## src/rtl/eeprom_port_defines.svh

```systemverilog
// Purpose: Constants for the parallel EEPROM host controller
// Assumes: 10 MHz system clock, Wishbone classic slave port
// Notes: Times are in their own units; cycle counts derive from them
`ifndef EEPROM_PORT_DEFINES_SVH
`define EEPROM_PORT_DEFINES_SVH

// ==========================================================
// Clock and timing
`define CLK_MHZ 10
`define PROG_MAX_US 3000
`define ERASE_PULSE_US 10000
`define POWERUP_WRITE_US 10000
`define PAGE_WINDOW_US 100
`define STROBE_CYCLES 3
`define PAGE_BYTES 64

// ==========================================================
// Register offsets (byte addresses)
`define REG_CTRL 4'h0
`define REG_ADDR 4'h4
`define REG_DATA 4'h8
`define REG_STAT 4'hC

// ==========================================================
// Control register fields
`define CTRL_GO_BIT 0
`define CTRL_CMD_LSB 1
`define CTRL_CMD_MSB 2
`define CTRL_POLL_BIT 3

// ==========================================================
// Status register fields
`define STAT_BUSY_BIT 0
`define STAT_DONE_BIT 1
`define STAT_READY_BIT 2
`define STAT_ARMED_BIT 3
`define STAT_ERR_BIT 4

// ==========================================================
// Pin level positions
`define ADDR_W 11
`define PAGE_LSB 6
`define POLL_POS 7
`define FLIP_POS 6
`endif

```

## src/rtl/eeprom_port_pkg.sv

```systemverilog
// Purpose: Types for the parallel EEPROM host controller
// Assumes: Used with eeprom_port_defines.svh
// Notes: Commands and sequencer states
package eeprom_port_pkg;
	// ==========================================================
	// Host commands
	typedef enum logic [1:0] {
		cmd_read_type = 2'h0,
		cmd_write_type = 2'h1,
		cmd_erase_type = 2'h2,
		cmd_idle_type = 2'h3
	} cmd_type;

	// Sequencer states
	typedef enum logic [2:0] {
		st_idle, st_setup, st_strobe, st_recover, st_wait_done
	} seq_state_type;
endpackage

```

## src/rtl/tick_timer.sv

```systemverilog
// Purpose: Down counter for pin timing and waits
// Assumes: Single clock, load has priority over count
// Notes: expired is a registered level
`timescale 1ns/1ps
`include "eeprom_port_defines.svh"
module tick_timer #(
	parameter int WIDTH = 24
) (
	input wire logic sys_clk_in,
	input wire logic rst_n_in,
	input wire logic load_in,
	input wire logic [WIDTH-1:0] value_in,
	output logic expired_out
);
	// State of the counter
	typedef struct packed {
		logic [WIDTH-1:0] cnt;
		logic expired;
	} timer_state_type;

	timer_state_type cur_ff, nxt_cur;

	// ==========================================================
	// Next-state logic
	always_comb begin
		nxt_cur = cur_ff;
		if (load_in) begin
			nxt_cur.cnt = value_in;
			nxt_cur.expired = 1'b0;
		end else if (cur_ff.cnt != '0) begin
			nxt_cur.cnt = cur_ff.cnt - 1'b1;
		end else begin
			nxt_cur.expired = 1'b1;
		end
	end

	// Register update
	always_ff @(posedge sys_clk_in or negedge rst_n_in) begin
		if (!rst_n_in) begin
			cur_ff <= '{cnt: '0, expired: 1'b1};
		end else begin
			cur_ff <= nxt_cur;
		end
	end

	assign expired_out = cur_ff.expired;
endmodule

```

## src/rtl/eeprom_host.sv

```systemverilog
// Purpose: Host controller driving a 2K x 8 parallel EEPROM over its pins
// Assumes: Wishbone classic slave for software, 10 MHz clock
// Notes: Erase voltage on the output-enable line is an extra select output
//
// What this block does
// - Write: select and store low, output high
// - Keep page index fixed within page
// - Next page byte within load window
// - Erase: high voltage, ten millisecond store pulse
// - Wait powerup delay before any write
`timescale 1ns/1ps
`include "eeprom_port_defines.svh"
module eeprom_host #(
	parameter int PROG_CYCLES = `PROG_MAX_US * `CLK_MHZ,
	parameter int ERASE_CYCLES = `ERASE_PULSE_US * `CLK_MHZ,
	parameter int POWERUP_CYCLES = `POWERUP_WRITE_US * `CLK_MHZ,
	parameter int WINDOW_CYCLES = `PAGE_WINDOW_US * `CLK_MHZ
) (
	input wire logic sys_clk_in,
	input wire logic rst_n_in,
	// Wishbone classic slave
	input wire logic wb_cyc_in,
	input wire logic wb_stb_in,
	input wire logic wb_we_in,
	input wire logic [3:0] wb_adr_in,
	input wire logic [3:0] wb_sel_in,
	input wire logic [31:0] wb_dat_in,
	output logic [31:0] wb_dat_out,
	output logic wb_ack_out,
	// Memory pins
	output logic [`ADDR_W-1:0] byte_addr_out,
	output logic chip_select_n_out,
	output logic output_drive_n_out,
	output logic store_strobe_n_out,
	output logic erase_voltage_out,
	input wire logic [7:0] data_pins_in,
	output logic [7:0] data_pins_out,
	output logic data_pins_oe_n_out,
	input wire logic write_done_flag_in
);
	localparam int TW = 24;

	// Controller state apart from the synchronisers, timer and power-up counter
	typedef struct packed {
		eeprom_port_pkg::seq_state_type st;
		eeprom_port_pkg::cmd_type cmd;
		logic poll;
		logic [`ADDR_W-1:0] addr;
		logic [7:0] wdata;
		logic [7:0] rdata;
		logic [7:0] last_wdata;
		logic [`ADDR_W-`PAGE_LSB-1:0] page;
		logic [6:0] page_cnt;
		logic page_open;
		logic [1:0] scnt;
		logic busy;
		logic done;
		logic err;
		logic armed;
		logic pu_seen;
		logic [31:0] dat;
		logic ack;
		logic cs_n;
		logic oe_n;
		logic we_n;
		logic hv;
		logic dq_oe_n;
		logic load;
		logic [TW-1:0] tval;
	} host_state_type;

	host_state_type cur_ff, nxt_cur;
	logic timer_exp;
	logic [1:0] rdy_sync_ff;
	logic [7:0] dq_s1_ff, dq_s2_ff;

	// ==========================================================
	// Pin synchronisers
	always_ff @(posedge sys_clk_in or negedge rst_n_in) begin
		if (!rst_n_in) begin
			rdy_sync_ff <= 2'h0;
			dq_s1_ff <= 8'h00;
			dq_s2_ff <= 8'h00;
		end else begin
			rdy_sync_ff <= {rdy_sync_ff[0], write_done_flag_in};
			dq_s1_ff <= data_pins_in;
			dq_s2_ff <= dq_s1_ff;
		end
	end

	// Shared timer for strobes, windows and waits
	tick_timer #(.WIDTH(TW)) u_timer (
		.sys_clk_in(sys_clk_in),
		.rst_n_in(rst_n_in),
		.load_in(cur_ff.load),
		.value_in(cur_ff.tval),
		.expired_out(timer_exp)
	);

	// Power-up hold-off counter
	logic [TW-1:0] pu_cnt_ff;
	always_ff @(posedge sys_clk_in or negedge rst_n_in) begin
		if (!rst_n_in) begin
			pu_cnt_ff <= '0;
		end else if (pu_cnt_ff != TW'(POWERUP_CYCLES)) begin
			pu_cnt_ff <= pu_cnt_ff + 1'b1;
		end
	end

	wire ready_pin = rdy_sync_ff[1];
	wire wb_req = wb_cyc_in && wb_stb_in && !cur_ff.ack;
	wire pu_ok = (pu_cnt_ff == TW'(POWERUP_CYCLES));

	// ==========================================================
	// Next-state logic
	always_comb begin
		nxt_cur = cur_ff;
		nxt_cur.ack = 1'b0;
		nxt_cur.load = 1'b0;
		nxt_cur.pu_seen = pu_ok;
		// Software access: one-cycle ack after request
		if (wb_req) begin
			nxt_cur.ack = 1'b1;
			nxt_cur.dat = 32'h0000_0000;
			unique case (wb_adr_in)
				`REG_CTRL: begin
					if (wb_we_in && wb_sel_in[0]) begin
						nxt_cur.poll = wb_dat_in[`CTRL_POLL_BIT];
						if (wb_dat_in[`CTRL_GO_BIT] && cur_ff.st == eeprom_port_pkg::st_idle && !cur_ff.busy) begin
							nxt_cur.cmd = eeprom_port_pkg::cmd_type'(wb_dat_in[`CTRL_CMD_MSB:`CTRL_CMD_LSB]);
							nxt_cur.busy = 1'b1;
							nxt_cur.done = 1'b0;
							nxt_cur.err = 1'b0;
						end
					end
					nxt_cur.dat[`CTRL_POLL_BIT] = cur_ff.poll;
				end
				`REG_ADDR: begin
					if (wb_we_in && !cur_ff.busy) begin
						nxt_cur.addr = wb_dat_in[`ADDR_W-1:0];
					end
					nxt_cur.dat[`ADDR_W-1:0] = cur_ff.addr;
				end
				`REG_DATA: begin
					if (wb_we_in && wb_sel_in[0] && !cur_ff.busy) begin
						nxt_cur.wdata = wb_dat_in[7:0];
					end
					nxt_cur.dat[7:0] = cur_ff.rdata;
				end
				`REG_STAT: begin
					nxt_cur.dat[`STAT_BUSY_BIT] = cur_ff.busy;
					nxt_cur.dat[`STAT_DONE_BIT] = cur_ff.done;
					nxt_cur.dat[`STAT_READY_BIT] = ready_pin;
					nxt_cur.dat[`STAT_ARMED_BIT] = cur_ff.page_open;
					nxt_cur.dat[`STAT_ERR_BIT] = cur_ff.err;
				end
				default: begin
					nxt_cur.dat = 32'h0000_0000;
				end
			endcase
		end
		// Page closes on device side once window lapses; a load still in flight leaves a stale expiry
		if (cur_ff.page_open && cur_ff.st == eeprom_port_pkg::st_idle && timer_exp && !cur_ff.load) begin
			nxt_cur.page_open = 1'b0;
			nxt_cur.page_cnt = 7'h00;
			nxt_cur.tval = TW'(PROG_CYCLES);
			nxt_cur.load = 1'b1;
			nxt_cur.st = eeprom_port_pkg::st_wait_done;
			nxt_cur.busy = 1'b1;
			nxt_cur.cmd = eeprom_port_pkg::cmd_idle_type;
		end
		// Pin sequencer
		unique case (cur_ff.st)
			eeprom_port_pkg::st_idle: begin
				if (cur_ff.busy && !(cur_ff.page_open && timer_exp && !cur_ff.load)) begin
					if (cur_ff.cmd == eeprom_port_pkg::cmd_read_type) begin
						nxt_cur.cs_n = 1'b0;
						nxt_cur.oe_n = 1'b0;
						nxt_cur.we_n = 1'b1;
						nxt_cur.dq_oe_n = 1'b1;
						nxt_cur.scnt = 2'(`STROBE_CYCLES);
						nxt_cur.st = eeprom_port_pkg::st_strobe;
					end else if (!pu_ok || cur_ff.cmd == eeprom_port_pkg::cmd_idle_type) begin
						nxt_cur.busy = 1'b0;
						nxt_cur.err = 1'b1;
						nxt_cur.done = 1'b1;
					end else if (cur_ff.cmd == eeprom_port_pkg::cmd_write_type && cur_ff.page_open &&
						(cur_ff.addr[`ADDR_W-1:`PAGE_LSB] != cur_ff.page ||
						cur_ff.page_cnt == 7'(`PAGE_BYTES))) begin
						nxt_cur.busy = 1'b0;
						nxt_cur.err = 1'b1;
						nxt_cur.done = 1'b1;
					end else begin
						nxt_cur.cs_n = 1'b0;
						nxt_cur.oe_n = 1'b1;
						nxt_cur.hv = (cur_ff.cmd == eeprom_port_pkg::cmd_erase_type);
						nxt_cur.dq_oe_n = nxt_cur.hv;
						nxt_cur.st = eeprom_port_pkg::st_setup;
					end
				end
			end
			eeprom_port_pkg::st_setup: begin
				nxt_cur.we_n = 1'b0;
				if (cur_ff.cmd == eeprom_port_pkg::cmd_erase_type) begin
					nxt_cur.tval = TW'(ERASE_CYCLES);
					nxt_cur.load = 1'b1;
				end
				nxt_cur.scnt = 2'(`STROBE_CYCLES);
				nxt_cur.st = eeprom_port_pkg::st_strobe;
			end
			eeprom_port_pkg::st_strobe: begin
				if (cur_ff.scnt != 2'h0) begin
					nxt_cur.scnt = cur_ff.scnt - 2'h1;
				end else if (cur_ff.cmd != eeprom_port_pkg::cmd_erase_type || (timer_exp && !cur_ff.load)) begin
					nxt_cur.we_n = 1'b1;
					nxt_cur.oe_n = 1'b1;
					nxt_cur.st = eeprom_port_pkg::st_recover;
					if (cur_ff.cmd == eeprom_port_pkg::cmd_read_type) begin
						nxt_cur.rdata = dq_s2_ff;
					end
				end
			end
			eeprom_port_pkg::st_recover: begin
				nxt_cur.cs_n = 1'b1;
				nxt_cur.hv = 1'b0;
				nxt_cur.dq_oe_n = 1'b1;
				if (cur_ff.cmd == eeprom_port_pkg::cmd_write_type) begin
					nxt_cur.page_open = 1'b1;
					nxt_cur.page = cur_ff.addr[`ADDR_W-1:`PAGE_LSB];
					nxt_cur.page_cnt = cur_ff.page_cnt + 7'h01;
					nxt_cur.last_wdata = cur_ff.wdata;
					nxt_cur.tval = TW'(WINDOW_CYCLES);
					nxt_cur.load = 1'b1;
					nxt_cur.busy = 1'b0;
					nxt_cur.done = 1'b1;
					nxt_cur.st = eeprom_port_pkg::st_idle;
				end else if (cur_ff.cmd == eeprom_port_pkg::cmd_erase_type) begin
					nxt_cur.tval = TW'(PROG_CYCLES);
					nxt_cur.load = 1'b1;
					nxt_cur.scnt = 2'(`STROBE_CYCLES);
					nxt_cur.st = eeprom_port_pkg::st_wait_done;
				end else begin
					nxt_cur.busy = 1'b0;
					nxt_cur.done = 1'b1;
					nxt_cur.st = eeprom_port_pkg::st_idle;
				end
			end
			eeprom_port_pkg::st_wait_done: begin
				// Let the busy flag cross the synchroniser before its level is trusted
				if (cur_ff.scnt != 2'h0) begin
					nxt_cur.scnt = cur_ff.scnt - 2'h1;
				// End on timer expiry, or on released flag when polling is not chosen
				end else if (!cur_ff.load && (timer_exp || (cur_ff.poll ? 1'b0 : ready_pin))) begin
					nxt_cur.busy = 1'b0;
					nxt_cur.done = 1'b1;
					nxt_cur.err = timer_exp && !ready_pin;
					nxt_cur.st = eeprom_port_pkg::st_idle;
				end
			end
			default: begin
				nxt_cur.st = eeprom_port_pkg::st_idle;
			end
		endcase
	end

	// Register update
	always_ff @(posedge sys_clk_in or negedge rst_n_in) begin
		if (!rst_n_in) begin
			cur_ff <= '0;
			cur_ff.cs_n <= 1'b1;
			cur_ff.oe_n <= 1'b1;
			cur_ff.we_n <= 1'b1;
			cur_ff.dq_oe_n <= 1'b1;
			cur_ff.st <= eeprom_port_pkg::st_idle;
			cur_ff.cmd <= eeprom_port_pkg::cmd_read_type;
		end else begin
			cur_ff <= nxt_cur;
		end
	end

	// ==========================================================
	// Outputs straight from flip-flops
	assign wb_dat_out = cur_ff.dat;
	assign wb_ack_out = cur_ff.ack;
	assign byte_addr_out = cur_ff.addr;
	assign chip_select_n_out = cur_ff.cs_n;
	assign output_drive_n_out = cur_ff.oe_n;
	assign store_strobe_n_out = cur_ff.we_n;
	assign erase_voltage_out = cur_ff.hv;
	assign data_pins_out = cur_ff.wdata;
	assign data_pins_oe_n_out = cur_ff.dq_oe_n;

	// ==========================================================
	// Assertions
	property p_read_combo;
		@(posedge sys_clk_in) disable iff (!rst_n_in)
		(!cur_ff.oe_n && !cur_ff.cs_n) |-> cur_ff.we_n && cur_ff.dq_oe_n;
	endproperty
	a_read_combo: assert property (p_read_combo) else $error("Read strobes wrong");

	property p_write_combo;
		@(posedge sys_clk_in) disable iff (!rst_n_in)
		(!cur_ff.we_n && !cur_ff.hv) |-> !cur_ff.cs_n && cur_ff.oe_n && !cur_ff.dq_oe_n;
	endproperty
	a_write_combo: assert property (p_write_combo) else $error("Write strobes wrong");

	property p_addr_stable;
		@(posedge sys_clk_in) disable iff (!rst_n_in)
		!cur_ff.cs_n |=> $stable(cur_ff.addr) || $past(cur_ff.cs_n);
	endproperty
	a_addr_stable: assert property (p_addr_stable) else $error("Address moved in cycle");

	property p_data_hold;
		@(posedge sys_clk_in) disable iff (!rst_n_in)
		($rose(cur_ff.we_n) && !cur_ff.hv) |-> $stable(cur_ff.wdata) && !cur_ff.dq_oe_n;
	endproperty
	a_data_hold: assert property (p_data_hold) else $error("Data not held at rise");

	property p_page_same;
		@(posedge sys_clk_in) disable iff (!rst_n_in)
		($fell(cur_ff.we_n) && cur_ff.page_open) |-> cur_ff.addr[`ADDR_W-1:`PAGE_LSB] == cur_ff.page;
	endproperty
	a_page_same: assert property (p_page_same) else $error("Page index changed");

	property p_page_count;
		@(posedge sys_clk_in) disable iff (!rst_n_in)
		cur_ff.page_cnt <= 7'(`PAGE_BYTES);
	endproperty
	a_page_count: assert property (p_page_count) else $error("Page overfilled");

	property p_powerup;
		@(posedge sys_clk_in) disable iff (!rst_n_in)
		$fell(cur_ff.we_n) |-> pu_ok;
	endproperty
	a_powerup: assert property (p_powerup) else $error("Write before power-up delay");

	property p_erase_voltage;
		@(posedge sys_clk_in) disable iff (!rst_n_in)
		cur_ff.hv |-> cur_ff.oe_n && cur_ff.dq_oe_n && !cur_ff.cs_n;
	endproperty
	a_erase_voltage: assert property (p_erase_voltage) else $error("Erase pins wrong");

	c_read: cover property (@(posedge sys_clk_in) disable iff (!rst_n_in) $fell(cur_ff.oe_n));
	c_write: cover property (@(posedge sys_clk_in) disable iff (!rst_n_in) $rose(cur_ff.page_open));
	c_erase: cover property (@(posedge sys_clk_in) disable iff (!rst_n_in) $rose(cur_ff.hv));
endmodule

```

## config.mk

```make
export PLATFORM = sky130hd
export DESIGN_NAME = eeprom_host
export DESIGN_NICKNAME = d
export VERILOG_FILES = /design/src/rtl/eeprom_port_pkg.sv /design/src/rtl/tick_timer.sv /design/src/rtl/eeprom_host.sv
export VERILOG_INCLUDE_DIRS = /design/src /design/src/rtl
export SDC_FILE = /design/constraint.sdc
export NUM_CORES = 1
export LEC_CHECK = 0
export BUFFER_PORTS_ARGS = -buffer_cell sky130_fd_sc_hd__buf_2
export CAP_MARGIN = 25
export CORE_ASPECT_RATIO = 1.2
export CORE_MARGIN = 2
export CORE_UTILIZATION = 60
export DETAILED_ROUTE_END_ITERATION = 16
export PLACE_DENSITY = 0.82
export SLEW_MARGIN = 0
export SYNTH_ARGS = -nofsm -noshare
export SYNTH_HDL_FRONTEND = slang
export SYNTH_HIERARCHICAL = 1
export SYNTH_SLANG_ARGS = --single-unit
```

## constraint.sdc

```tcl
create_clock -name sys_clk_in -period 3.4 [get_ports sys_clk_in]
set_input_delay 0.17 -clock sys_clk_in [delete_from_list [all_inputs] [get_ports sys_clk_in]]
set_output_delay 0.17 -clock sys_clk_in [all_outputs]
set_load 0.01 [all_outputs]
```

==> impl_summary.log <==
[metrics] critical path capture point type: register
[metrics] final setup slack of the worst path: 898 ps
[metrics] number of nets in the finished design: 808
[metrics] critical path startpoint category: register
[metrics] portion of synthesized cell area occupied by the leading cell type: 0.511
[metrics] cell at the root of the clock tree: clkbuf_16
[metrics] share of flip-flops with an asynchronous set or reset after synthesis: 1.00
[metrics] Iteration-0 DRC Markers: 460
[metrics] antenna violations before repair: 0
[metrics] count of maximum capacitance violations: 0
[metrics] Power Density: 669 mW/mm^2
[metrics] number of storage elements in the synthesis netlist: 160
[metrics] vias per cell: 5.72
[metrics] number of cell rows: 45
[metrics] Fin. Hold Viols: 0
[metrics] average wire length per cell after detail routing: 16.7 um
[metrics] Starting Density: 0.607
[metrics] arrival time of data at the critical path endpoint: 2810 ps
[metrics] largest cells by area after synthesis: dfrtp_1, buf_4, xnor2_1
[metrics] Die Span X: 107 um
[metrics] die span in y: 127 um
[metrics] cell leakage power: 4.03 nW
[metrics] worst-case setup slack after placement: 945 ps
[metrics] fraction of final layout cells with drive strength greater than 1: 0.213
[metrics] post-synth design cell area: 0.00759 sq mm
[metrics] R2R cell count: 5
[metrics] quantity of I/O buffers inserted on ports: 65
[metrics] Crit Path Max Fanout: 10
[metrics] # fillers: 900
[metrics] Final Critical Period: 2500 ps
[metrics] Clock Latency Late Sink: 430 ps
[metrics] iteration count of the initial detailed-routing pass: 5
[metrics] I/O pin total: 111
[metrics] TritonCTS clock tree: built
[metrics] maximum ir drop on the vdd rail: 0.424 mV
[metrics] number of inserted diodes: 0
[metrics] number of enable-type register cells in the synthesized netlist: 0
[metrics] Slew HR: 0.472
[metrics] Worst setup endpoint: u_timer/cur_ff[2]
[metrics] synthesized area per cell: 10.9 sq um
[metrics] wire length of the first global-routing pass: 26000 um
[metrics] Comb power frac: 0.224
[metrics] total length of routed wires: 15400 um
[metrics] post-detail-place hpwl: 10300 um
[metrics] path type of the worst min-delay path: primary input to register
[metrics] total track usage: 0.242
[metrics] number of instances in the synthesized netlist: 697
[metrics] cell-by-cell trace of the critical path: nor4_1 -> nand4b_2 -> nor3_4 -> mux2i_1 -> mux2_2
[metrics] top cells by instance count after synthesis: dfrtp_1, nand2_1, buf_4
[metrics] number of buffers created by CTS: 17
[metrics] slowest stage cell on the critical path: nor4_1
[metrics] clock group share of total power: 0.332
[metrics] number of setup violations in the final report: 0
[metrics] RR Startpoint: u_timer/cur_ff[9]
[metrics] P_int: 0.00380 W
[metrics] worst flop-to-flop path endpoint: u_timer/cur_ff[2]
[metrics] routability-driven placement congestion ratio: 0.875
[metrics] Distinct cells, synth: 78
[metrics] maximum clock rate: 400 MHz
[metrics] post-route clock skew: 12.4 ps
[metrics] Sequential Power Share: 0.444
[metrics] via count of the first global-routing pass: 5442
[metrics] most instantiated library cell after synthesis: dfrtp_1
[metrics] share of total power consumed by net switching: 0.331
[metrics] Num Clock Sinks: 160
[metrics] run status: complete, no violations
[metrics] primary flip-flop cell chosen by synthesis mapping: dfrtp_1
[metrics] Die ar.: 0.0136 sq mm
[metrics] portion of the clock cycle consumed by the worst path in the final layout: 0.736
[metrics] cell taking the most area after synthesis: dfrtp_1
[metrics] Final Slew Violations: 0
[metrics] launch point of the worst path: u_timer/cur_ff[9]
[metrics] delay of the slowest cell on the worst path: 580 ps
[metrics] Worst-Margin Slew: 787 ps
[metrics] vias after detailed routing: 5281
[metrics] standard cell core area: 0.0125 sq mm
[metrics] final-layout setup total negative slack: 0 ps
[metrics] post-detailed-route count of antenna-violating nets: 0
[metrics] worst reg-to-reg setup slack: 900 ps
[metrics] aggregate global routing overflow: 0
[metrics] setup repair after global routing missed its margin: no
[metrics] portion of the post-synthesis area used by sequential elements: 0.528
[metrics] critical setup path kind: register to register
[metrics] deepest clock path buffer count: 2
[metrics] Max H-tree Level: 4
[metrics] pin count of the biggest net entering global routing: 78
[metrics] Clock Pin Slew Worst Setup and Hold Paths: 70 ps
[metrics] yosys synthesis warning count: 6
[metrics] net switching power: 0.00188 W
[metrics] required time at the worst-slack endpoint: 3710 ps
[metrics] area growth from synthesis to final layout: 11.9%
[metrics] cells resized by post-CTS repair: 0
[metrics] remaining routing DRC violations: 0
## worst max-delay path, delay by kind of cell (launching register included)
kind | cells | cell delay (ps)
mux | 2 | 400
flops | 1 | 420
simple gates | 3 | 1570
## state kept, by name (all words and copies together), names as in the netlist
register and cells:
dq_s1_ff 8, u_timer/cur_ff 24, cur_ff 57, output_drive_n_out 1
wb_ack_out 1, chip_select_n_out 1, u_timer/expired_out 1, byte_addr_out 11
wb_dat_out 11, pu_cnt_ff 24, data_pins_oe_n_out 1, erase_voltage_out 1
data_pins_out 8, dq_s2_ff 8, rdy_sync_ff 2, store_strobe_n_out 1
## worst min-delay path by stage
stage	start	to	slack, ps	cells after the start
floorplan	rst_n_in	byte_addr_out[0]	-130	0
global placement	rst_n_in	u_timer/cur_ff[15]	240	1
detailed placement	rst_n_in	u_timer/cur_ff[14]	250	1
CTS	wb_dat_in[2]	byte_addr_out[2]	10	2
global route	wb_dat_in[2]	byte_addr_out[2]	20	2
finish	wb_dat_in[3]	byte_addr_out[3]	20	2
## routing by layer
layer	share of wire	wire (um)	track usage
met4	0.023	351	0.0993
met5	0	0	0
met2	0.51	7920	0.408
met3	0.044	677	0.0510
met1	0.42	6490	0.304
## power groups by stage
stage          clock network, W  logic [W]  registers, W
2_1_floorplan                 0    0.00105       0.00244
4_1_cts                 0.00191    0.00127       0.00252
3_3_place_gp                  0    0.00118       0.00253
3_5_place_dp                  0    0.00124       0.00255
5_1_grt                 0.00199    0.00143       0.00257
6_report                0.00188    0.00127       0.00252
## final cells by class
cell class / instances / area, sq um / area share
Sequential cell: 160 / 4010 / 0.472
Multi-Input combinational cell: 464 / 3060 / 0.361
Clock inverter: 15 / 184 / 0.0216
Clock buffer: 17 / 425 / 0.0501
Timing Repair Buffer: 88 / 547 / 0.0644
Inverter: 16 / 60.1 / 0.00707
Tap cell: 164 / 205 / 0.0242
## kinds of logic after synthesis
family	synth area share
XOR/XNOR	0.0565
adder cells (fa/ha/maj)	0.0115
other	0.000494
buffers and inverters	0.0781
AO/OA/AOI/OAI	0.0885
AND/OR/NAND/NOR	0.171
flip-flops	0.528
multiplexers	0.0653
## through the flow
stage               instances  total power (W)  instance area, sq um  utilization  hold slack, ps
floorplan                 717          0.00349                  7670            -            -126
finish                    924          0.00568                  8500        0.680            19.1
detailed placement        875          0.00379                  7720        0.617             252
global route              924          0.00598                  8500        0.680            19.6
global placement          875          0.00371                  7720        0.617             240
CTS                       924          0.00570                  8500        0.680            10.8
## cells in the final DEF, fill, tap and decap left out, drive strengths merged, types with 4 or more instances in the layout
master / count
ha: 7
o21ai: 39
a211oi: 4
or2: 4
nor2b: 6
a22o: 4
nand2: 88
and4: 4
conb: 21
nor2: 34
clkbuf: 17
or3: 6
nand4: 8
a21oi: 13
nand2b: 5
dfstp: 5
a22oi: 7
o21a: 6
buf: 71
nand3: 19
nor3: 14
mux2: 36
and3: 17
xnor2: 39
and2: 6
xor2: 10
dlygate4sd3: 17
dfrtp: 155
o31ai: 9
clkinv: 7
nor4: 12
nand3b: 5
inv: 24
## repair_timing
action	4_1_cts	5_1_grt
buffers inserted	0	0
hold buffers	17	0
hold endpoints to repair	93	0
No activity file was read; power rests on OpenSTA's default activity.
